==> config.mk <==
export PLATFORM = sky130hd
export DESIGN_NAME = sdcfg_regs
export DESIGN_NICKNAME = d
export VERILOG_FILES = /design/src/shared/sdcfg_pkg.sv /design/src/verilog/sdcfg_regs.sv
export VERILOG_INCLUDE_DIRS = /design/src /design/src/shared
export SDC_FILE = /design/constraint.sdc
export NUM_CORES = 1
export LEC_CHECK = 0
export BUFFER_PORTS_ARGS = -buffer_cell sky130_fd_sc_hd__buf_2
export CORE_MARGIN = 2
export CORE_UTILIZATION = 45
export DETAILED_ROUTE_END_ITERATION = 10
export HOLD_SLACK_MARGIN = 0.15
export PLACE_DENSITY = 0.69
export SETUP_SLACK_MARGIN = 0.02
export SYNTH_ARGS = -nofsm -noshare
export SYNTH_HDL_FRONTEND = slang
export SYNTH_SLANG_ARGS = --single-unit
==> constraint.sdc <==
create_clock -name aclk -period 2.65 [get_ports aclk]
set_input_delay 0.53 -clock aclk [delete_from_list [all_inputs] [get_ports aclk]]
set_output_delay 0.53 -clock aclk [all_outputs]
set_load 0.03 [all_outputs]
==> src/shared/sdcfg_params.svh <==
// register offsets, field positions, reset values and timing counts of the divider config bank
`ifndef SDCFG_PARAMS_SVH
`define SDCFG_PARAMS_SVH
`define SDCFG_OFS_INT 8'h00
`define SDCFG_OFS_FRAC 8'h04
`define SDCFG_OFS_STAT 8'h08
`define SDCFG_SEL_LSB 0
`define SDCFG_SEL_W 5
`define SDCFG_SEL_INT 5'h0a
`define SDCFG_SEL_FRAC 5'h0b
`define SDCFG_INTEGER_DIVIDE_VALUE_LSB 5
`define SDCFG_INTEGER_DIVIDE_VALUE_W 16
`define SDCFG_INTEGER_DIVIDE_VALUE_RST 16'h0080
`define SDCFG_PDIV_LSB 21
`define SDCFG_PDIV_RST 2'h1
`define SDCFG_PRSC_BIT 23
`define SDCFG_PRSC_RST 1'b1
`define SDCFG_CORE_LSB 26
`define SDCFG_CORE_RST 2'h2
`define SDCFG_SINGLE_BIT 28
`define SDCFG_ERRC_LSB 29
`define SDCFG_CAL_BIT 31
`define SDCFG_FRACTIONAL_DIVIDE_VALUE_LSB 5
`define SDCFG_FRACTIONAL_DIVIDE_VALUE_W 25
`define SDCFG_CAL_NS 6400
`define SDCFG_CLK_NS 100
`define SDCFG_CAL_CYC (`SDCFG_CAL_NS / `SDCFG_CLK_NS)
`endif

==> src/shared/sdcfg_pkg.sv <==
// types shared by the divider configuration bank
package sdcfg_pkg;
  // pre-prescaler select codes
  typedef enum logic [1:0] {SDCFG_PDIV1, SDCFG_PDIV2, SDCFG_PDIV4, SDCFG_PDIV_BAD} sdcfg_pdiv_t;
  // decoded settings handed to the synthesizer
  typedef struct packed {
    logic [15:0] integer_divide_value;
    logic [2:0] pre_divide_ratio;
    logic prescaler_modulus_select;
    logic [1:0] oscillator_core_select;
    logic single_core_calibration_mode;
    logic [3:0] calibration_core_mask;
    logic [1:0] calibration_error_count;
    logic [24:0] fractional_divide_value;
  } sdcfg_cfg_t;
endpackage : sdcfg_pkg

==> src/verilog/sdcfg_regs.sv <==
// divider and calibration configuration words behind an axi4-lite slave
//
// Summary of operation
// [RL1] bits 0..4 of the integer and fractional words read back their fixed register select codes
// [RL2] sixteen-bit integer divide value in bits 5..20, reset with bit 12 set
// [RL3] bits 21..22 choose pre-divide 1, 2 or 4; reset code 01
// [RL4] bit 23 picks 4/5 (0) or 8/9 (1) prescaler; reset 1
// [RL5] bits 26..27 pick one of four oscillator cores, 00 lowest
// [RL6] bit 28 enables single-core calibration mode, cleared at reset
// [RL7] single-core mode restricts calibration search to the selected core
// [RL8] host programs calibration error count bits 29..30 to 00
// [RL9] writing 1 to bit 31 starts calibration; bit clears by itself
// [RL10] 25-bit fractional divide value in bits 5..29, reset zero
// [RL11] host writes reserved bits as zero and avoids pre-divide code 11
`timescale 1ns/1ps
`include "sdcfg_params.svh"
module sdcfg_regs
  import sdcfg_pkg::*;
#(
  parameter int CAL_CYCLES = `SDCFG_CAL_CYC
)(
  input wire logic aclk,
  input wire logic aresetn,
  input wire logic [7:0] s_axi_awaddr,
  input wire logic [2:0] s_axi_awprot,
  input wire logic s_axi_awvalid,
  output logic s_axi_awready,
  input wire logic [31:0] s_axi_wdata,
  input wire logic [3:0] s_axi_wstrb,
  input wire logic s_axi_wvalid,
  output logic s_axi_wready,
  output logic [1:0] s_axi_bresp,
  output logic s_axi_bvalid,
  input wire logic s_axi_bready,
  input wire logic [7:0] s_axi_araddr,
  input wire logic [2:0] s_axi_arprot,
  input wire logic s_axi_arvalid,
  output logic s_axi_arready,
  output logic [31:0] s_axi_rdata,
  output logic [1:0] s_axi_rresp,
  output logic s_axi_rvalid,
  input wire logic s_axi_rready,
  output sdcfg_cfg_t cfg,
  output logic cal_start,
  output logic cal_busy
);

  localparam logic [1:0] RESP_OKAY = 2'h0;
  localparam logic [1:0] RESP_SLVERR = 2'h2;
  localparam logic [15:0] CAL_LAST = 16'(CAL_CYCLES - 1);

  // ==========================================================================
  // write channel capture
  // ==========================================================================
  logic aw_held_q, aw_held_d;
  logic w_held_q, w_held_d;
  logic [7:0] awaddr_q, awaddr_d;
  logic [31:0] wdata_q, wdata_d;
  logic [3:0] wstrb_q, wstrb_d;
  logic bvalid_q, bvalid_d;
  logic [1:0] bresp_q, bresp_d;
  logic wr_fire;
  logic wr_int, wr_frac, wr_hit;

  // address and data are taken in either order; a pending response blocks both
  assign s_axi_awready = !aw_held_q && !bvalid_q;
  assign s_axi_wready = !w_held_q && !bvalid_q;
  assign wr_fire = aw_held_q && w_held_q && !bvalid_q;
  assign wr_int = wr_fire && (awaddr_q == `SDCFG_OFS_INT);
  assign wr_frac = wr_fire && (awaddr_q == `SDCFG_OFS_FRAC);
  // the status word is read-only, so a write to it is an error like any hole
  assign wr_hit = wr_int || wr_frac;

  // next state of the write side
  always_comb
  begin
    aw_held_d = aw_held_q;
    w_held_d = w_held_q;
    awaddr_d = awaddr_q;
    wdata_d = wdata_q;
    wstrb_d = wstrb_q;
    bvalid_d = bvalid_q;
    bresp_d = bresp_q;
    if (s_axi_awvalid && s_axi_awready)
    begin
      aw_held_d = 1'b1;
      awaddr_d = {s_axi_awaddr[7:2], 2'b00};
    end
    if (s_axi_wvalid && s_axi_wready)
    begin
      w_held_d = 1'b1;
      wdata_d = s_axi_wdata;
      wstrb_d = s_axi_wstrb;
    end
    if (wr_fire)
    begin
      aw_held_d = 1'b0;
      w_held_d = 1'b0;
      bvalid_d = 1'b1;
      bresp_d = wr_hit ? RESP_OKAY : RESP_SLVERR;
    end
    else if (bvalid_q && s_axi_bready)
    begin
      bvalid_d = 1'b0;
    end
  end

  // register the write side
  always_ff @(posedge aclk)
  begin
    if (!aresetn)
    begin
      aw_held_q <= 1'b0;
      w_held_q <= 1'b0;
      awaddr_q <= 8'h00;
      wdata_q <= 32'h0000_0000;
      wstrb_q <= 4'h0;
      bvalid_q <= 1'b0;
      bresp_q <= RESP_OKAY;
    end
    else
    begin
      aw_held_q <= aw_held_d;
      w_held_q <= w_held_d;
      awaddr_q <= awaddr_d;
      wdata_q <= wdata_d;
      wstrb_q <= wstrb_d;
      bvalid_q <= bvalid_d;
      bresp_q <= bresp_d;
    end
  end

  assign s_axi_bvalid = bvalid_q;
  assign s_axi_bresp = bresp_q;

  // ==========================================================================
  // configuration storage
  // ==========================================================================
  logic [31:0] int_q, int_d;
  logic [31:0] frac_q, frac_d;
  logic [31:0] int_merged, frac_merged;
  logic [31:0] int_keep, frac_keep;
  logic [31:0] int_rst, frac_rst;

  // writable bits only; select code and reserved bits are never stored
  assign int_keep = 32'h7cff_ffe0;
  assign frac_keep = 32'h3fff_ffe0;

  // byte lanes merged with the old contents
  always_comb
  begin
    int_merged = int_q;
    frac_merged = frac_q;
    for (int i = 0; i < 4; i++)
    begin
      if (wstrb_q[i])
      begin
        int_merged[8*i +: 8] = wdata_q[8*i +: 8];
        frac_merged[8*i +: 8] = wdata_q[8*i +: 8];
      end
    end
  end

  // reset images of the two words
  always_comb
  begin
    int_rst = 32'h0000_0000;
    int_rst[`SDCFG_INTEGER_DIVIDE_VALUE_LSB +: `SDCFG_INTEGER_DIVIDE_VALUE_W] = `SDCFG_INTEGER_DIVIDE_VALUE_RST; // RL2
    int_rst[`SDCFG_PDIV_LSB +: 2] = `SDCFG_PDIV_RST; // RL3
    int_rst[`SDCFG_PRSC_BIT] = `SDCFG_PRSC_RST; // RL4
    int_rst[`SDCFG_CORE_LSB +: 2] = `SDCFG_CORE_RST; // RL5
    int_rst[`SDCFG_SINGLE_BIT] = 1'b0; // RL6
    frac_rst = 32'h0000_0000; // RL10
  end

  // next value of the stored words; the calibration bit is kept apart
  always_comb
  begin
    int_d = int_q;
    frac_d = frac_q;
    if (wr_int)
    begin
      int_d = int_merged & int_keep; // RL2
    end
    if (wr_frac)
    begin
      frac_d = frac_merged & frac_keep; // RL10
    end
  end

  // register the stored words
  always_ff @(posedge aclk)
  begin
    if (!aresetn)
    begin
      int_q <= int_rst; // RL2 RL3 RL4 RL5 RL6
      frac_q <= frac_rst; // RL10
    end
    else
    begin
      int_q <= int_d;
      frac_q <= frac_d;
    end
  end

  // ==========================================================================
  // calibration trigger
  // ==========================================================================
  logic busy_q, busy_d;
  logic start_q, start_d;
  logic [15:0] cnt_q, cnt_d;
  logic cal_req;

  // a trigger is honoured only when its byte lane is written
  assign cal_req = wr_int && wstrb_q[3] && wdata_q[`SDCFG_CAL_BIT];

  // a trigger during a running calibration restarts the count, so the last
  // request always gets a full run; the bit drops back without any host write
  always_comb
  begin
    busy_d = busy_q;
    cnt_d = cnt_q;
    start_d = 1'b0;
    if (cal_req)
    begin
      busy_d = 1'b1; // RL9
      cnt_d = 16'h0000;
      start_d = 1'b1;
    end
    else if (busy_q)
    begin
      if (cnt_q == CAL_LAST)
      begin
        busy_d = 1'b0; // RL9
      end
      else
      begin
        cnt_d = cnt_q + 16'h0001;
      end
    end
  end

  // register the calibration state
  always_ff @(posedge aclk)
  begin
    if (!aresetn)
    begin
      busy_q <= 1'b0;
      start_q <= 1'b0;
      cnt_q <= 16'h0000;
    end
    else
    begin
      busy_q <= busy_d;
      start_q <= start_d;
      cnt_q <= cnt_d;
    end
  end

  assign cal_start = start_q;
  assign cal_busy = busy_q;

  // ==========================================================================
  // decoded settings
  // ==========================================================================
  sdcfg_pdiv_t pdiv;
  sdcfg_cfg_t cfg_d, cfg_q;

  assign pdiv = sdcfg_pdiv_t'(int_q[`SDCFG_PDIV_LSB +: 2]);

  // decode the words into the settings the synthesizer uses
  always_comb
  begin
    cfg_d = '0;
    cfg_d.integer_divide_value = int_q[`SDCFG_INTEGER_DIVIDE_VALUE_LSB +: `SDCFG_INTEGER_DIVIDE_VALUE_W]; // RL2
    unique case (pdiv)
      SDCFG_PDIV1: cfg_d.pre_divide_ratio = 3'h1; // RL3
      SDCFG_PDIV2: cfg_d.pre_divide_ratio = 3'h2; // RL3
      SDCFG_PDIV4: cfg_d.pre_divide_ratio = 3'h4; // RL3
      SDCFG_PDIV_BAD: cfg_d.pre_divide_ratio = 3'h0; // RL11
    endcase
    cfg_d.prescaler_modulus_select = int_q[`SDCFG_PRSC_BIT]; // RL4
    cfg_d.oscillator_core_select = int_q[`SDCFG_CORE_LSB +: 2]; // RL5
    cfg_d.single_core_calibration_mode = int_q[`SDCFG_SINGLE_BIT]; // RL6
    // one core only in single mode, otherwise the search spans all four
    if (int_q[`SDCFG_SINGLE_BIT])
    begin
      cfg_d.calibration_core_mask = 4'h1 << int_q[`SDCFG_CORE_LSB +: 2]; // RL7
    end
    else
    begin
      cfg_d.calibration_core_mask = 4'hf; // RL7
    end
    cfg_d.calibration_error_count = int_q[`SDCFG_ERRC_LSB +: 2]; // RL8
    cfg_d.fractional_divide_value = frac_q[`SDCFG_FRACTIONAL_DIVIDE_VALUE_LSB +: `SDCFG_FRACTIONAL_DIVIDE_VALUE_W]; // RL10
  end

  // settings leave through flip-flops, one cycle behind the stored words
  always_ff @(posedge aclk)
  begin
    if (!aresetn)
    begin
      cfg_q <= '0;
    end
    else
    begin
      cfg_q <= cfg_d;
    end
  end

  assign cfg = cfg_q;

  // ==========================================================================
  // read channel
  // ==========================================================================
  logic rvalid_q, rvalid_d;
  logic [31:0] rdata_q, rdata_d;
  logic [1:0] rresp_q, rresp_d;
  logic [7:0] raddr;

  assign s_axi_arready = !rvalid_q;
  assign raddr = {s_axi_araddr[7:2], 2'b00};

  // read mux; select codes are constants, reserved bits read zero
  always_comb
  begin
    rvalid_d = rvalid_q;
    rdata_d = rdata_q;
    rresp_d = rresp_q;
    if (s_axi_arvalid && s_axi_arready)
    begin
      rvalid_d = 1'b1;
      rresp_d = RESP_OKAY;
      rdata_d = 32'h0000_0000;
      unique case (raddr)
        `SDCFG_OFS_INT:
        begin
          rdata_d = int_q;
          rdata_d[`SDCFG_SEL_LSB +: `SDCFG_SEL_W] = `SDCFG_SEL_INT; // RL1
          rdata_d[`SDCFG_CAL_BIT] = busy_q; // RL9
        end
        `SDCFG_OFS_FRAC:
        begin
          rdata_d = frac_q;
          rdata_d[`SDCFG_SEL_LSB +: `SDCFG_SEL_W] = `SDCFG_SEL_FRAC; // RL1
        end
        `SDCFG_OFS_STAT:
        begin
          rdata_d = {29'h0000_0000, pdiv == SDCFG_PDIV_BAD, start_q, busy_q};
        end
        default:
        begin
          rresp_d = RESP_SLVERR;
        end
      endcase
    end
    else if (rvalid_q && s_axi_rready)
    begin
      rvalid_d = 1'b0;
    end
  end

  // register the read side
  always_ff @(posedge aclk)
  begin
    if (!aresetn)
    begin
      rvalid_q <= 1'b0;
      rdata_q <= 32'h0000_0000;
      rresp_q <= RESP_OKAY;
    end
    else
    begin
      rvalid_q <= rvalid_d;
      rdata_q <= rdata_d;
      rresp_q <= rresp_d;
    end
  end

  assign s_axi_rvalid = rvalid_q;
  assign s_axi_rdata = rdata_q;
  assign s_axi_rresp = rresp_q;

endmodule : sdcfg_regs

# --- Word-level counts from Yosys, hierarchy flattened ---
# Cells that the tools add are included.
# Widths: inputs -> output; s select.
word_totals:
  regBits: 203
  latch_bits: 0
  ramBits: 0
  romBits: 0
  input_bits: 65
  word_cells: 88
  n_memories: 0
op_classes:
  add_sub_neg: 1
  n_mul: 0
  div_mod_pow: 0
  magnitude_cmp: 0
  n_eq_ne: 7
  n_shift: 1
  n_mux: 13
  bitwise: 2
  reduce_logical: 35
ops:
  columns: ["cell", "n"]
  rows:
  - ["$pmux 32 s3", 1]
  - ["$reduce_and 2->1", 9]
  - ["$add 16x1->16 const B", 1]
  - ["$eq 16x6->1 const B", 1]
  - ["$logic_not 8->1", 2]
  - ["$logic_and 1x1->1", 13]
  - ["$eq 6x1->1 const B", 2]
  - ["$pmux 3 s4", 1]
  - ["$mux 1", 8]
  - ["$eq 6x2->1 const B", 1]
  - ["$eq 2x2->1 const B", 2]
  - ["$logic_not 1->1", 4]
  - ["$mux 2", 2]
  - ["$mux 4", 1]
  - ["$reduce_bool 2->1", 2]
  - ["$reduce_or 2->1", 2]
  - ["$shl 1x2->4 const A", 1]
  - ["$reduce_or 3->1", 1]
  - ["$eq 2x1->1 const B", 1]
  - ["$logic_not 2->1", 1]
  - ["$not 1->1", 2]
  - ["$logic_or 1x1->1", 1]

# --- Logic depth before layout (Yosys ltp) ---
depth:
  ltp_word: 6
  depth_mapped: 6
  mapped_depth_nobuf: 5

# --- Least setup slack after synthesis ---
# OpenSTA, ideal clock, no wires.
synth_timing:
  kind: "register -> register"
  startpoint: "register bvalid_q (netlist: s_axi_bvalid)"
  endpoint: "register wdata_q[17]"
  arrival_time_ps: 1655
  t_required_ps: 2580
  setup_slack_ps: 925
  stages_incl_launch_ff: 7
  n_path_buf: 2
  cell_sequence: "dfxtp_1 -> nor2_1 -> and2_1 -> clkbuf_1 -> buf_2 -> nand2_1 -> a21oi_1"
synth_between:
  elab_chain_len: 3
synth_rtl:
  columns: ["item", "line", "source"]
  rows:
  - ["from (decl)", "sdcfg_regs.sv:60", "logic bvalid_q, bvalid_d;"]
  - ["from (signal assigned)", "sdcfg_regs.sv:128", "bvalid_q <= bvalid_d;"]
  - ["$logic_not 1->1", "sdcfg_regs.sv:67", "assign s_axi_wready = !w_held_q && !bvalid_q;"]
  - ["$logic_and 1x1->1", "sdcfg_regs.sv:67", null]
  - ["named net s_axi_wready", "sdcfg_regs.sv:31", "output logic s_axi_wready,"]
  - ["$logic_and 1x1->1", "sdcfg_regs.sv:89", "if (s_axi_wvalid && s_axi_wready)"]
  - ["to (signal assigned)", "sdcfg_regs.sv:126", "wdata_q <= wdata_d;"]
  - ["to (decl)", "sdcfg_regs.sv:58", "logic [31:0] wdata_q, wdata_d;"]
# The timed path passes the listed nets, and every way through them passes these cells.
# A chain may end at the register's enable or synchronous reset.

# --- Worst setup path after layout ---
layout_timing:
  startpoint: "register busy_q (netlist: cal_busy)"
  endpoint: "output cal_busy"
layout_rtl:
  columns: ["item", "line", "source"]
  rows:
  - ["from (decl)", "sdcfg_regs.sv:209", "logic busy_q, busy_d;"]
  - ["from (signal assigned)", "sdcfg_regs.sv:254", "busy_q <= busy_d;"]
  - ["to (decl)", "sdcfg_regs.sv:45", "output logic cal_busy"]
# No word-level cell between the ends.

==> impl_metrics.yaml <==
status:
  status: "finished, final reports clean"
critical_path:
  crit_required_ns: 2.12
  path_delay_family: "flip-flops"
  crit_path_start_kind: "flop"
  crit_fanout: 14
  criticalPathCategory: "reg -> out"
  worst-path-buf-inv: 1
  slowest_stage: "dfxtp_1"
  crit_path_max_incr_delay_ns: 0.63
  crit_arrival_ns: 1.36
  worstSetupEndpointType: "primary output"
  cp_cell_sequence: "buf_2"
detailed_routing:
  routed_wl_um: 16680
  route.detailed.drc: 0
  viasPerCell: 4.936
  wire_per_inst_um: 14.72
  dr.pass1.iters: 4
  dr_total_vias: 5593
  drtAntennaViolNets: 0
  drtIter0Drc: 234
die:
  ios: 162
  core_area_um2: 15710
  die_area_um2: 16880
  die_w_um: 129.9
  chipHeight_um: 129.9
  initial_core_util_pct: 45.41
  floorplan.rows: 46
timing:
  fin_ws_ns: 0.7551
  fmaxAchievable_ghz: 0.5277
  tns_ns: 0
  slew_viol_final: 0
  finClkSkew_ns: 0.006900
  final_hold_viol_count: 0
  setup_viol: 0
  rsz0062_at_grt: "false"
  hold_ws_ns: 0.3308
  layout_min_cycle_time_ns: 1.895
  worstMarginPinSlew_ns: 0.6908
  min_period_over_period_pct: 71.51
  slew_headroom_pct: 53.83
yosys:
  synthesis.area_um2: 7134
  synth-xor-area-share_pct: 0.9821
  synth_top_family_by_area: "simple AND/OR/NAND/NOR gates"
  syn_area_per_cell_um2: 9.229
  synth_seq_area_share_pct: 54.72
  ys_ff_latch: 195
  synth-compound-area-share_pct: 8.120
  synthSimpleGateAreaFrac_pct: 21.83
  synth_cell_types: 52
  syn_inst: 773
  ys_warn_count: 0
  synthMuxAreaShare_pct: 8.821
  yosys.area_share.adder_pct: 0.1754
clock_tree:
  clockRootBuffer: "clkbuf_16"
  clock-sinks: 195
  h-tree-depth: 4
  clk_latency_ns: 0.43
  cts.clk_slew.worst_paths_ns: 0.07
  cts_hold_buf: 0
  cts_tree: "yes"
  numCtsBuffers: 17
  post_cts_resized: 0
  postCtsSetupRepairBufs: 0
  cts_buffer_depth: 2
global_route:
  grt_pass1_wl_um: 26100
  grt_antenna_before_repair: 0
  grt_max_degree: 40
  globalRouteTotalUtil_pct: 19.96
  overflow: 0
  grt_pass1_vias: 5122
placement:
  post-place-ws_ns: 0.7474
  dp.final_hpwl_um: 10810
  port_buffers: 143
  globalplace.congestion: 0.8291
run:
  drv_cap: 0
final_layout:
  area_growth_syn_to_layout_pct: 20.85
  final_common_cell: "dfxtp_1"
  seq_area_um2: 3904
  drive_above_1_share_pct: 25.41
  diodes: 0
  final_cell_mix: "dfxtp_1 (195), nand2_1 (177), buf_2 (143)"
  multiInputGateArea_um2: 2868
  layout.nets: 970
  fillers: 1455
hold_path:
  hp-class: "in -> reg"
power_and_ir_drop:
  power.leakage_uw: 0.003951
  vdd_drop_max_uv: 501.0
  p_per_area_nw_per_um2: 711.7
## Yosys cell counts, drive strengths merged
library cell | instances | area share [%]
a21bo | 1 | 0.14
a21oi | 76 | 5.5
a221oi | 1 | 0.12
a311oi | 1 | 0.12
a41oi | 1 | 0.12
and2 | 20 | 1.8
and3 | 1 | 0.088
and3b | 2 | 0.25
and4 | 1 | 0.12
and4b | 1 | 0.14
and4bb | 1 | 0.18
buf | 19 | 2.0
clkbuf | 29 | 1.5
conb | 1 | 0.053
dfxtp | 195 | 55
ha | 1 | 0.18
inv | 34 | 1.8
mux2 | 23 | 3.6
mux2i | 37 | 5.2
nand2 | 177 | 9.3
nand2b | 4 | 0.35
nand3 | 39 | 3.6
nand3b | 3 | 0.37
nand4 | 8 | 0.70
nand4b | 4 | 0.49
nor2 | 31 | 1.7
nor2b | 1 | 0.088
nor3 | 8 | 0.56
nor3b | 4 | 0.49
nor4 | 7 | 1.0
o2111a | 1 | 0.16
o21a | 1 | 0.11
o21ai | 25 | 1.8
o21bai | 1 | 0.11
or2 | 1 | 0.088
or3 | 4 | 0.35
or4 | 1 | 0.16
xnor2 | 8 | 0.98
## registers in the layout, indices dropped and copies added (netlist names), 4 cells and up
register and flops:
int_q 24, cnt_q 16, cfg 54, frac_q 25, s_axi_rdata 31, wdata_q 27, wstrb_q 4, awaddr_q 6
## where the power goes
group / switching, µW / internal [µW] / total [µW] / leakage (µW)
Clock: 1130 / 1620 / 2740 / 0.000300
Combinational: 246 / 119 / 365 / 0.00207
Sequential: 42.4 / 2990 / 3030 / 0.00158
Total: 1410 / 4720 / 6140 / 0.00395
## stage by stage
step | power, µW | area, µm² | std cells | util, %
2_1_floorplan | 3334 | 7142 | 775 | -
4_1_cts | 6176 | 8622 | 1133 | 54.87
3_5_place_dp | 3460 | 7998 | 1101 | 50.90
6_report | 6136 | 8622 | 1133 | 54.87
5_1_grt | 6338 | 8622 | 1133 | 54.87
3_3_place_gp | 3455 | 7998 | 1101 | 50.90
## path summary, 6_finish.rpt
kind	slack, ns	depth (start not counted)	end	startpoint
setup / recovery	0.76	1	cal_busy	cal_busy$_SDFF_PN0_
hold / removal	0.33	3	wdata_q[22]$_SDFFE_PN0P_	s_axi_wdata[22]
setup reg to reg	0.82	4	frac_q[8]$_SDFFE_PN0P_	awaddr_q[3]$_SDFFE_PN0P_
hold reg to reg	0.45	2	s_axi_rdata[18]$_SDFFE_PN0P_	s_axi_rdata[18]$_SDFFE_PN0P_
## layout make-up
| class | count | share of cell area (%) |
|---|---|---|
| clock buffers | 21 | 5.224 |
| clock inverters | 11 | 2.017 |
| inverters | 34 | 1.480 |
| multi-input cells | 498 | 33.26 |
| flip-flops and latches | 195 | 45.28 |
| well taps | 216 | 3.135 |
| repair buffers | 158 | 9.607 |
## layer usage
layer / global-route usage, % / part of all wire (%)
met5: 0 / 0
met4: 7.527 / 1.8
met3: 4.305 / 4.4
met2: 32.31 / 48
met1: 26.28 / 46
## logic make-up after synthesis
group / count (synthesis)
DFF: 195
AOI/OAI and AO/OA: 108
buffers and inverters: 82
adders and majority gates: 1
other: 1
muxes: 60
xor gates and xnor gates: 8
and+or+nand+nor: 318
Note: power is estimated with default switching activity, not from simulation.
